===== src/hw/tape_reader_pkg.sv =====
// constants shared by the paper tape reader interface
package tape_reader_pkg;
    // device select: octal 104 on the nine-bit device code field
    localparam logic [8:0] DEV_CODE     = 9'h044;
    // word layout: index 0 is the rightmost word bit, index 35 the leftmost
    localparam int         WORD_W       = 36;
    localparam int         FLD_CHAN_LO  = 0;
    localparam int         FLD_CHAN_HI  = 2;
    localparam int         FLD_DONE     = 3;
    localparam int         FLD_BUSY     = 4;
    localparam int         FLD_BINARY   = 5;
    localparam int         FLD_TAPE     = 8;
    // tape line layout: index 0 is channel 1
    localparam int         CHANNELS     = 8;
    localparam int         FRAME_W      = 6;
    localparam int         CH8_BIT      = 7;
    localparam logic [2:0] FRAMES_BIN   = 3'h6;
    // control reset values
    localparam logic [2:0] CHAN_RESET   = 3'h0;
    // timing
    localparam int         CLK_HZ       = 25_000_000;
    localparam int         LINE_RATE_HZ = 300;
    localparam int         GRACE_US     = 1600;
    localparam int         RESTART_MS   = 40;
    localparam int         LINE_CYC     = CLK_HZ / LINE_RATE_HZ;
    localparam int         GRACE_CYC    = GRACE_US * (CLK_HZ / 1_000_000);
    localparam int         RESTART_CYC  = RESTART_MS * (CLK_HZ / 1000);
    localparam int         CNT_W        = 20;
    // tape motion states
    typedef enum logic [2:0] {
        ST_STOP = 3'b001,
        ST_SPIN = 3'b010,
        ST_RUN  = 3'b100
    } motion_t;
endpackage


===== src/hw/pin_sync.sv =====
// two-stage synchroniser for the reader pins
`timescale 1ns/100ps
module pin_sync #(
    parameter int W = 1
) (
    // clock and reset
    input  wire logic         sys_clk,
    input  wire logic         sys_rst,
    // pins in, synchronised levels out
    input  wire logic [W-1:0] pin_in,
    output logic      [W-1:0] pin_out
);
    logic [W-1:0] stage1_reg;

    // first stage feeds only the second stage
    always_ff @(posedge sys_clk) begin
        if (sys_rst) begin
            stage1_reg <= '0;
            pin_out    <= '0;
        end else begin
            stage1_reg <= pin_in;
            pin_out    <= stage1_reg;
        end
    end
endmodule


===== src/hw/tape_reader_unit.sv =====
// paper tape reader interface: control, status, line assembly and tape motion
`timescale 1ns/100ps
// How it works
// - binary flag selects alphanumeric or binary reading
// - alphanumeric line goes to bits 28-35
// - binary takes six channel-8 lines, channels 1-6
// - first line leftmost, channel 1 rightmost bit
// - conditions out loads binary, busy, done, channel
// - conditions in returns tape flag and control
// - tape flag sets on motion, stays while tape
// - operator feed rising tape flag sets done
// - bit 27 zero after out-of-tape read
// - data in returns buffer, clears done, sets busy
// - busy set clears buffer, sets tape, moves tape
// - enough lines read: clear busy, set done, interrupt
// - tape flag clears on run-out, in a read or by operator feed
// - tape moves at 300 lines per second
// - late data in stops reader for 40 ms
// - end of tape is missing material between holes
// - answer only device code 104
module tape_reader_unit
    import tape_reader_pkg::*;
#(
    parameter int LINE_CYCLES    = LINE_CYC,
    parameter int GRACE_CYCLES   = GRACE_CYC,
    parameter int RESTART_CYCLES = RESTART_CYC
) (
    // clock and reset
    input  wire logic              sys_clk,
    input  wire logic              sys_rst,
    // in-out bus from the processor
    input  wire logic [8:0]        dev_code,
    input  wire logic              conditions_out_write,
    input  wire logic              conditions_in_read,
    input  wire logic              data_in_read,
    input  wire logic [WORD_W-1:0] io_wdata,
    output logic      [WORD_W-1:0] io_rdata,
    output logic                   io_rvalid,
    output logic      [7:1]        pi_request,
    // reader mechanism pins
    input  wire logic [CHANNELS-1:0] line_holes,
    input  wire logic              feed_hole,
    input  wire logic              tape_material,
    input  wire logic              feed_switch,
    output logic                   motor_run
);
    ////////////////////////////////////////////////////////////////////////////////
    // pin synchronisation
    logic [CHANNELS-1:0] holes_s;
    logic                feed_s;
    logic                material_s;
    logic                switch_s;

    pin_sync #(
        .W (CHANNELS + 3)
    ) i_pin_sync (
        .sys_clk (sys_clk),
        .sys_rst (sys_rst),
        .pin_in  ({line_holes, feed_hole, tape_material, feed_switch}),
        .pin_out ({holes_s, feed_s, material_s, switch_s})
    );

    ////////////////////////////////////////////////////////////////////////////////
    // state
    logic              binary_reg;
    logic              busy_reg;
    logic              done_reg;
    logic [2:0]        chan_reg;
    logic              tape_reg;
    logic [WORD_W-1:0] buf_reg;
    logic [2:0]        frame_reg;
    motion_t           motion_reg;
    logic [CNT_W-1:0]  wait_reg;
    logic [CNT_W-1:0]  line_cnt_reg;
    logic              busy_next;

    // one-hot channel decode, zero channel means no request
    function automatic logic [7:1] chan_onehot(input logic [2:0] ch);
        logic [7:1] v;
        v = '0;
        if (ch != 3'h0) begin
            v[ch] = 1'b1;
        end
        return v;
    endfunction

    ////////////////////////////////////////////////////////////////////////////////
    // bus decode and line events
    logic addressed;
    logic ctl_wr_hit;
    logic stat_rd_hit;
    logic buf_rd_hit;
    logic line_tick;
    logic eot_event;
    logic take_line;
    logic read_complete;
    logic busy_start;
    logic feed_motion;
    logic feed_rise;
    logic runout_event;

    assign addressed  = (dev_code == DEV_CODE);
    assign ctl_wr_hit  = conditions_out_write & addressed;
    assign stat_rd_hit = conditions_in_read & addressed;
    assign buf_rd_hit  = data_in_read & addressed;

    // one line position passes per tick while the motor runs
    assign line_tick  = (motion_reg == ST_RUN)
                        && (line_cnt_reg == CNT_W'(LINE_CYCLES - 1));
    // no material at a line position means the tape is gone
    assign eot_event  = line_tick & busy_reg & ~material_s;
    // binary skips lines without channel 8
    assign take_line  = line_tick & busy_reg & material_s & feed_s
                        & (~binary_reg | holes_s[CH8_BIT]);
    assign read_complete = take_line
                        & (~binary_reg | (frame_reg == FRAMES_BIN - 3'h1));
    // operator feed: motion without a read in progress
    assign feed_motion  = switch_s & ~busy_reg;
    assign feed_rise    = feed_motion & material_s & ~tape_reg;
    assign runout_event = feed_motion & ~material_s & tape_reg;

    ////////////////////////////////////////////////////////////////////////////////
    // busy: data in sets it, completion and out-of-tape clear it
    always_comb begin
        busy_next = busy_reg;
        if (read_complete || eot_event) begin
            busy_next = 1'b0;
        end
        if (ctl_wr_hit) begin
            busy_next = io_wdata[FLD_BUSY];
        end
        if (buf_rd_hit) begin
            busy_next = 1'b1;
        end
    end

    assign busy_start = busy_next & ~busy_reg;

    always_ff @(posedge sys_clk) begin
        if (sys_rst) begin
            busy_reg <= 1'b0;
        end else begin
            busy_reg <= busy_next;
        end
    end

    // binary flag and channel assignment come only from conditions out
    always_ff @(posedge sys_clk) begin
        if (sys_rst) begin
            binary_reg <= 1'b0;
            chan_reg   <= CHAN_RESET;
        end else if (ctl_wr_hit) begin
            binary_reg <= io_wdata[FLD_BINARY];
            chan_reg   <= io_wdata[FLD_CHAN_HI:FLD_CHAN_LO];
        end
    end

    // done: hardware set wins over a clear in the same cycle
    always_ff @(posedge sys_clk) begin
        if (sys_rst) begin
            done_reg <= 1'b0;
        end else if (read_complete || feed_rise) begin
            done_reg <= 1'b1;
        end else if (buf_rd_hit) begin
            done_reg <= 1'b0;
        end else if (ctl_wr_hit) begin
            done_reg <= io_wdata[FLD_DONE];
        end
    end

    // tape flag tracks whether tape is in the reader
    always_ff @(posedge sys_clk) begin
        if (sys_rst) begin
            tape_reg <= 1'b0;
        end else if (eot_event || runout_event) begin
            tape_reg <= 1'b0;
        end else if (busy_start || (feed_motion && material_s)) begin
            tape_reg <= 1'b1;
        end
    end

    ////////////////////////////////////////////////////////////////////////////////
    // buffer assembly; shifting left puts the first frame leftmost
    always_ff @(posedge sys_clk) begin
        if (sys_rst) begin
            buf_reg   <= '0;
            frame_reg <= 3'h0;
        end else if (busy_start) begin
            buf_reg   <= '0;
            frame_reg <= 3'h0;
        end else if (take_line) begin
            frame_reg <= frame_reg + 3'h1;
            if (binary_reg) begin
                buf_reg <= {buf_reg[WORD_W-FRAME_W-1:0], holes_s[FRAME_W-1:0]};
            end else begin
                buf_reg <= {{(WORD_W - CHANNELS){1'b0}}, holes_s};
            end
        end
    end

    ////////////////////////////////////////////////////////////////////////////////
    // tape motion: run, coast through the grace window, then stop and spin up
    always_ff @(posedge sys_clk) begin
        if (sys_rst) begin
            motion_reg <= ST_STOP;
            wait_reg   <= '0;
        end else begin
            case (motion_reg)
                ST_STOP: begin
                    wait_reg <= '0;
                    if (busy_reg) begin
                        motion_reg <= ST_SPIN;
                    end
                end
                ST_SPIN: begin
                    // a stopped reader pays the full restart delay
                    if (wait_reg == CNT_W'(RESTART_CYCLES - 1)) begin
                        motion_reg <= ST_RUN;
                        wait_reg   <= '0;
                    end else begin
                        wait_reg <= wait_reg + 1'b1;
                    end
                end
                ST_RUN: begin
                    if (busy_reg) begin
                        wait_reg <= '0;
                    end else if (wait_reg == CNT_W'(GRACE_CYCLES - 1)) begin
                        motion_reg <= ST_STOP;
                        wait_reg   <= '0;
                    end else begin
                        wait_reg <= wait_reg + 1'b1;
                    end
                end
                default: begin
                    motion_reg <= ST_STOP;
                    wait_reg   <= '0;
                end
            endcase
        end
    end

    // line position pacing, held in phase only while running
    always_ff @(posedge sys_clk) begin
        if (sys_rst || motion_reg != ST_RUN || line_tick) begin
            line_cnt_reg <= '0;
        end else begin
            line_cnt_reg <= line_cnt_reg + 1'b1;
        end
    end

    always_ff @(posedge sys_clk) begin
        if (sys_rst) begin
            motor_run <= 1'b0;
        end else begin
            motor_run <= (motion_reg == ST_RUN);
        end
    end

    ////////////////////////////////////////////////////////////////////////////////
    // read answers, one cycle after the strobe
    always_ff @(posedge sys_clk) begin
        if (sys_rst) begin
            io_rdata  <= '0;
            io_rvalid <= 1'b0;
        end else begin
            io_rvalid <= stat_rd_hit | buf_rd_hit;
            if (buf_rd_hit) begin
                io_rdata <= buf_reg;
            end else if (stat_rd_hit) begin
                io_rdata <= {{(WORD_W - FLD_TAPE - 1){1'b0}}, tape_reg, 2'b00,
                             binary_reg, busy_reg, done_reg, chan_reg};
            end
        end
    end

    // interrupt request follows done on the assigned channel
    always_ff @(posedge sys_clk) begin
        if (sys_rst) begin
            pi_request <= '0;
        end else begin
            pi_request <= done_reg ? chan_onehot(chan_reg) : 7'h00;
        end
    end
endmodule

===== config.mk =====
export PLATFORM = sky130hd
export DESIGN_NAME = tape_reader_unit
export DESIGN_NICKNAME = d
export VERILOG_FILES = /design/src/hw/tape_reader_pkg.sv /design/src/hw/pin_sync.sv /design/src/hw/tape_reader_unit.sv
export SDC_FILE = /design/constraint.sdc
export NUM_CORES = 1
export LEC_CHECK = 0
export BUFFER_PORTS_ARGS = -buffer_cell sky130_fd_sc_hd__buf_2
export CORE_ASPECT_RATIO = 1.2
export CORE_MARGIN = 5
export CORE_UTILIZATION = 25
export DETAILED_ROUTE_END_ITERATION = 16
export SYNTH_ARGS = -nofsm -noshare
export SYNTH_HDL_FRONTEND = slang
export SYNTH_SLANG_ARGS = --single-unit

===== constraint.sdc =====
create_clock -name sys_clk -period 3.65 [get_ports sys_clk]
set_input_delay 1.095 -clock sys_clk [delete_from_list [all_inputs] [get_ports sys_clk]]
set_output_delay 1.095 -clock sys_clk [all_outputs]
set_load 0.01 [all_outputs]

======== After elaboration in Yosys (flattened, before gate mapping) ========
Index checks and enable logic that the tools add are counted.
word-level totals
  register bits ........................... 156
  output and inout bits ................... 45
cells by class
  order comparisons ....................... 2
  reduce and logical (&&, ||, !) cells .... 16
  add/sub/neg operators ................... 3
  bitwise gates (word level) .............. 24
  equal/unequal tests ..................... 13
  mux-type cells .......................... 20
operators by type and width
  operator                 count
  $mux W36                 3
  $mux W20                 3
  $add A20 B1 Y20 const B  2
  $pmux W20 S2             1
  $eq A20 B16 Y1 const B   1
  $eq A20 B17 Y1 const B   1
  $eq A20 B20 Y1 const B   1
  $and A1 B1 Y1            15
  $mux W3                  4
  $eq A9 B7 Y1 const B     1
  $pmux W3 S3              1
  $mux W1                  7
  $eq A3 B3 Y1 const B     2
  $logic_or A1 B1 Y1       6
  $ne A2 B2 Y1 const B     3
  $not A1 Y1               6
  $reduce_bool A3 Y1       2
  $lt A3 B4 Y1 const B     1
  $reduce_and A4 Y1        1
  $reduce_or A2 Y1         2
  $add A3 B1 Y3 const B    1
  $demux W1 S3             1
  $eq A3 B1 Y1 const B     1
  $eq A3 B2 Y1 const B     1
  7 further kinds          11

======== Longest topological paths before layout ========
  depth after elaboration ................. 13
  mapped depth ............................ 9
  gate-level depth less buffers ........... 6

======== Modules after synthesis ========
From an unflattened synthesis, not the netlist that was laid out.
second synthesis, totals
  cell total of the unflattened synthesis .. 650
  area total of the unflattened synthesis .. 5,964.5 sq um
modules (own cells, without submodules)
  module            area each (sq um)  instances  sequential area each (sq um)  cells each
  tape_reader_unit  5,323.9            1          2,682.6                       604
  pin_sync          640.6              1          440.4                         46

======== Least setup slack after synthesis ========
No wires, ideal clock.
  path kind ............................... input -> register
  from .................................... input port dev_code[4]
  to ...................................... register io_rdata[26]
  stages on the path ...................... 5
  buffers on the path ..................... 1
  arrival ................................. 2,587 ps
  setup slack ............................. 935 ps
  cells stage by stage .................... or4b_4 -> or4_4 -> buf_6 -> a22oi_2 -> nor2_1
between the ends
  word-level cells in the longest chain between the ends .. 3
  elaborated cells between the ends (all ways) .. 5
  classes of those cells .................. 1 x eq/ne; 1 x mux; 2 x bitwise; 1 x reduce/logical
ends and longest elaborated chain
  what                                                   RTL line                                          text
  start, declared                                        tape_reader_unit.sv:32                            input wire logic [8:0] dev_code,
  $eq A9 B7 Y1 *                                         tape_reader_unit.sv:102                           assign addressed = (dev_code == DEV_CODE);
  $and A1 B1 Y1 (on tied branches)                       tape_reader_unit.sv:105, tape_reader_unit.sv:104
  $mux W36 / $reduce_bool A2 Y1 (equally long branches)  --
  end signal, assigned                                   tape_reader_unit.sv:268                           io_rdata <= buf_reg;
  end signal, assigned                                   tape_reader_unit.sv:270                           io_rdata <= {{(WORD_W - FLD_TAPE - 1){1'b0}}, tape_reg, 2'b00,
  end, declared                                          tape_reader_unit.sv:37                            output logic [WORD_W-1:0] io_rdata,
Mark *: on every way between the ends. The rest lies on a longest branch, timed or not.
A chain may end at the register's enable or synchronous reset.

======== Worst setup path in the final report ========
  from .................................... input port dev_code[4]
  to ...................................... register io_rdata[14]
The elaborated chain is that of the path after synthesis.

==> results summary <==
The deepest clock path buffer count came out at 2. The die is around 160 µm wide. The clock sink count came out at roughly 160. The final wirelength is 16280 µm. The actual slew at the worst max-slew pin is 740.2 ps.

The height of the die came out at around 190 µm. The synthesized net count is approximately 800. The core area is ~0.026 mm². Compared with the post-synthesis result, the final layout area differs by 19.71%. For this run, the detailed router's first-pass iteration total came to 4. The via count came out at between 5000 and 6000. The count of final max-slew check failures came to 0. The synthesis-stage register bit count is 156. Clock skew on the completed layout was measured at between 7 and 8 ps.

The number of clock buffers inserted by TritonCTS is 17. The number of levels in the clock H-tree is 4. The aggregate global-route resource usage is 11.12%.

The full die area is ~0.030 mm². The repair_antennas step left the layout with diodes totalling 0. The total number of yosys warnings is 0.

The worst hold margin is around 440 ps. The number of global-route vias before repair came out at about 5200. Post-CTS timing repair inserted 0 buffers for setup. The global-route wire length before repair is ~27000 µm. Derived from the worst setup path, the maximum achievable clock frequency is between 300 and 400 MHz. The effective utilization at floorplan came out at between 20% and 30%. In this run the core area contains 65 standard-cell rows. sky130_fd_sc_hd__dfxtp_1 takes more of the synthesized area than any other cell. The total negative setup slack is 0 ps.

The pin count of the biggest net entering global routing is slightly below 70. Among all flip-flop cells after synthesis, the most frequent one is sky130_fd_sc_hd__dfxtp_1. The top cell types in the final layout, fill and taps aside, are sky130_fd_sc_hd__dfxtp_1 (156), sky130_fd_sc_hd__buf_2 (75), sky130_fd_sc_hd__nor2_1 (64), sky130_fd_sc_hd__a21oi_1 (58), sky130_fd_sc_hd__nand2_1 (45).

The maximum fanout along the worst path came out at 30. Detailed placement ended at an HPWL of ~11000 µm. The average size of a mapped cell is slightly above 9 µm². For the worst setup path, the data arrival time is 2880 ps. The initial antenna violation count is 0. The number of nets with antenna violations after routing came out at 0. Setup violations remaining at the end of the flow were counted as 0. The flow ran to the end, and the final reports show no timing, DRC or antenna violations. The clock insertion delay at the later pin of the skew report came out at between 400 and 500 ps. The number of gates resized after CTS came out at 0. The worst setup path is launched from an input pin. The TritonCTS clock tree is yes. The detailed-route wire length per cell came out at about 15 µm. The worst path in the final design needs a cycle of 2598 ps, including I/O delays and setup. The count of input and output buffers is 75.

The clock transition at the register clock pins on the worst setup and hold paths after CTS is approximately 60 ps. ~110 I/O pins were placed. The class of the tightest hold or removal check is flop to flop. The netlist uses 57 different library cells. The placer's final routability congestion estimate is around 0.76. The number of enable flip-flop cells after synthesis is 0. The count of routing violations after the opening detailed-route iteration is just under 400. For this run, design rule violations remaining after detail routing come to 0.

The residual overflow from global routing came out at 0. The critical path endpoint category is a flop. In the routed layout, each cell is associated on average with a via count of roughly 5.

The static power due to leakage came out at ~2.7 nW. The top-area cell type share of the netlist area came out at ~47%. The total power per unit cell area came out at approximately 470 mW/mm². Max-cap violations in this run came to 0.

At the worst endpoint, the required time is just under 4000 ps. The share of async-settable or async-resettable flops after synthesis is 0%. The share of cells above drive strength 1 is a little under a fifth. The final clock period utilization by the worst path came out at around 71%. The relative max-transition margin is between 50% and 60%.

Setup repair after global routing left no endpoint under its margin. The post-synthesis instance total is between 700 and 800. The worst ir drop on vdd came out at 301.8 µV. Buffers inserted to repair hold after CTS numbered 0.

The critical path is of the input pin to flop type. The final-report hold violation count is 0. By area the synthesized netlist is led by sky130_fd_sc_hd__dfxtp_1 (47%), sky130_fd_sc_hd__o31ai_1 (4.6%), sky130_fd_sc_hd__a21oi_1 (4.4%), sky130_fd_sc_hd__or4_1 (3.9%), sky130_fd_sc_hd__nor2_1 (3.6%). The mapped cell area came out at 0.006583 mm².

The tree is rooted in a sky130_fd_sc_hd__clkbuf_16. The library cell used most frequently in the layout, excluding fill and tap cells, is sky130_fd_sc_hd__dfxtp_1. The proportion of synthesized chip area in sequential cells came out at 47.44%.

The net count of the finished layout is ~830.
-- layout make-up --
type                    instances  area [µm²]
well taps                     335       419.2
flip-flops and latches        156        3123
clock inverters                14       209.0
fillers                      2726       18230
clock buffers                  18       439.2
multi-input cells             488        3161
repair buffers                 87       465.4
inverters                      17       63.81
-- synthesized netlist by cell type (4+ instances only) --
| cell | instances |
|---|---|
| sky130_fd_sc_hd__a22oi_1 | 24 |
| sky130_fd_sc_hd__a21oi_1 | 58 |
| sky130_fd_sc_hd__buf_2 | 11 |
| sky130_fd_sc_hd__nor2_1 | 64 |
| sky130_fd_sc_hd__dfxtp_1 | 156 |
| sky130_fd_sc_hd__nor4_1 | 14 |
| sky130_fd_sc_hd__a211oi_1 | 4 |
| sky130_fd_sc_hd__inv_1 | 17 |
| sky130_fd_sc_hd__o31ai_1 | 40 |
| sky130_fd_sc_hd__nor3_1 | 16 |
| sky130_fd_sc_hd__a22oi_2 | 9 |
| sky130_fd_sc_hd__and3_1 | 6 |
| sky130_fd_sc_hd__a21o_1 | 6 |
| sky130_fd_sc_hd__or4_1 | 34 |
| sky130_fd_sc_hd__o21ai_0 | 5 |
| sky130_fd_sc_hd__nand4_1 | 21 |
| sky130_fd_sc_hd__nand2_1 | 45 |
| sky130_fd_sc_hd__mux2i_1 | 7 |
| sky130_fd_sc_hd__ha_1 | 5 |
| sky130_fd_sc_hd__xor2_1 | 9 |
| sky130_fd_sc_hd__or3_1 | 6 |
| sky130_fd_sc_hd__nand3_1 | 20 |
| sky130_fd_sc_hd__a32o_1 | 6 |
| sky130_fd_sc_hd__nor2b_1 | 25 |
| sky130_fd_sc_hd__clkbuf_1 | 38 |
| sky130_fd_sc_hd__xnor2_1 | 20 |
-- metal layers --
metal	GRT usage (%)	wire, µm	vias to the layer above
li1	-	-	2739
met1	14.56	7421	2626
met2	18.17	8038	98
met3	2.886	603	15
met4	2.855	218	0
met5	0	0	-
-- per-stage QoR --
step	instance area, µm²	utilization (%)	total power [W]	std cells	worst slack [ps]
floorplan	6583	-	0.001791	717	935.1
global placement	7232	27.70	0.001825	1083	631.1
detailed placement	7232	27.70	0.001825	1083	613.2
CTS	7880	30.18	0.003760	1115	1066
global route	7880	30.18	0.003853	1115	1002
finish	7880	30.18	0.003717	1115	1052
-- worst max-delay path: stages --
cell	delay (ps)
sky130_fd_sc_hd__buf_2	100
sky130_fd_sc_hd__or4b_4	580
sky130_fd_sc_hd__or4_4	750
sky130_fd_sc_hd__a22oi_1	260
sky130_fd_sc_hd__nor2_1	60
-- path summary, 6_finish.rpt --
| path | startpoint | end | slack, ps | depth (start not counted) |
|---|---|---|---|---|
| min | i_pin_sync.stage1_reg[6]$_SDFF_PP0_ | i_pin_sync.pin_out[6]$_SDFF_PP0_ | 440 | 1 |
| min reg2reg | i_pin_sync.stage1_reg[6]$_SDFF_PP0_ | i_pin_sync.pin_out[6]$_SDFF_PP0_ | 440 | 1 |
| max | dev_code[4] | io_rdata[14]$_SDFFE_PP0P_ | 1050 | 5 |
| max reg2reg | busy_reg$_SDFF_PP0_ | buf_reg[31]$_SDFFE_PP0P_ | 1500 | 5 |
-- where the power goes --
| group | internal, W | switching (W) | total, W |
|---|---|---|---|
| combinational | 0.0000253 | 0.0000415 | 0.0000668 |
| clock | 0.00118 | 0.000749 | 0.00193 |
| sequential | 0.00171 | 0.00000629 | 0.00172 |
| total | 0.00292 | 0.000797 | 0.00372 |
-- kinds of logic (layout without fill, tap and decap cells) --
family,after synthesis,count (layout),share of synthesized area [%]
AOI/OAI and AO/OA,169,169,18.06
xor gates and xnor gates,29,29,3.859
adders and majority gates,5,5,0.9504
buffers and inverters,73,136,4.828
DFF,156,156,47.44
muxes,8,8,1.236
and+or+nand+nor,277,277,23.63
Note: power is estimated with default switching activity, not from simulation.
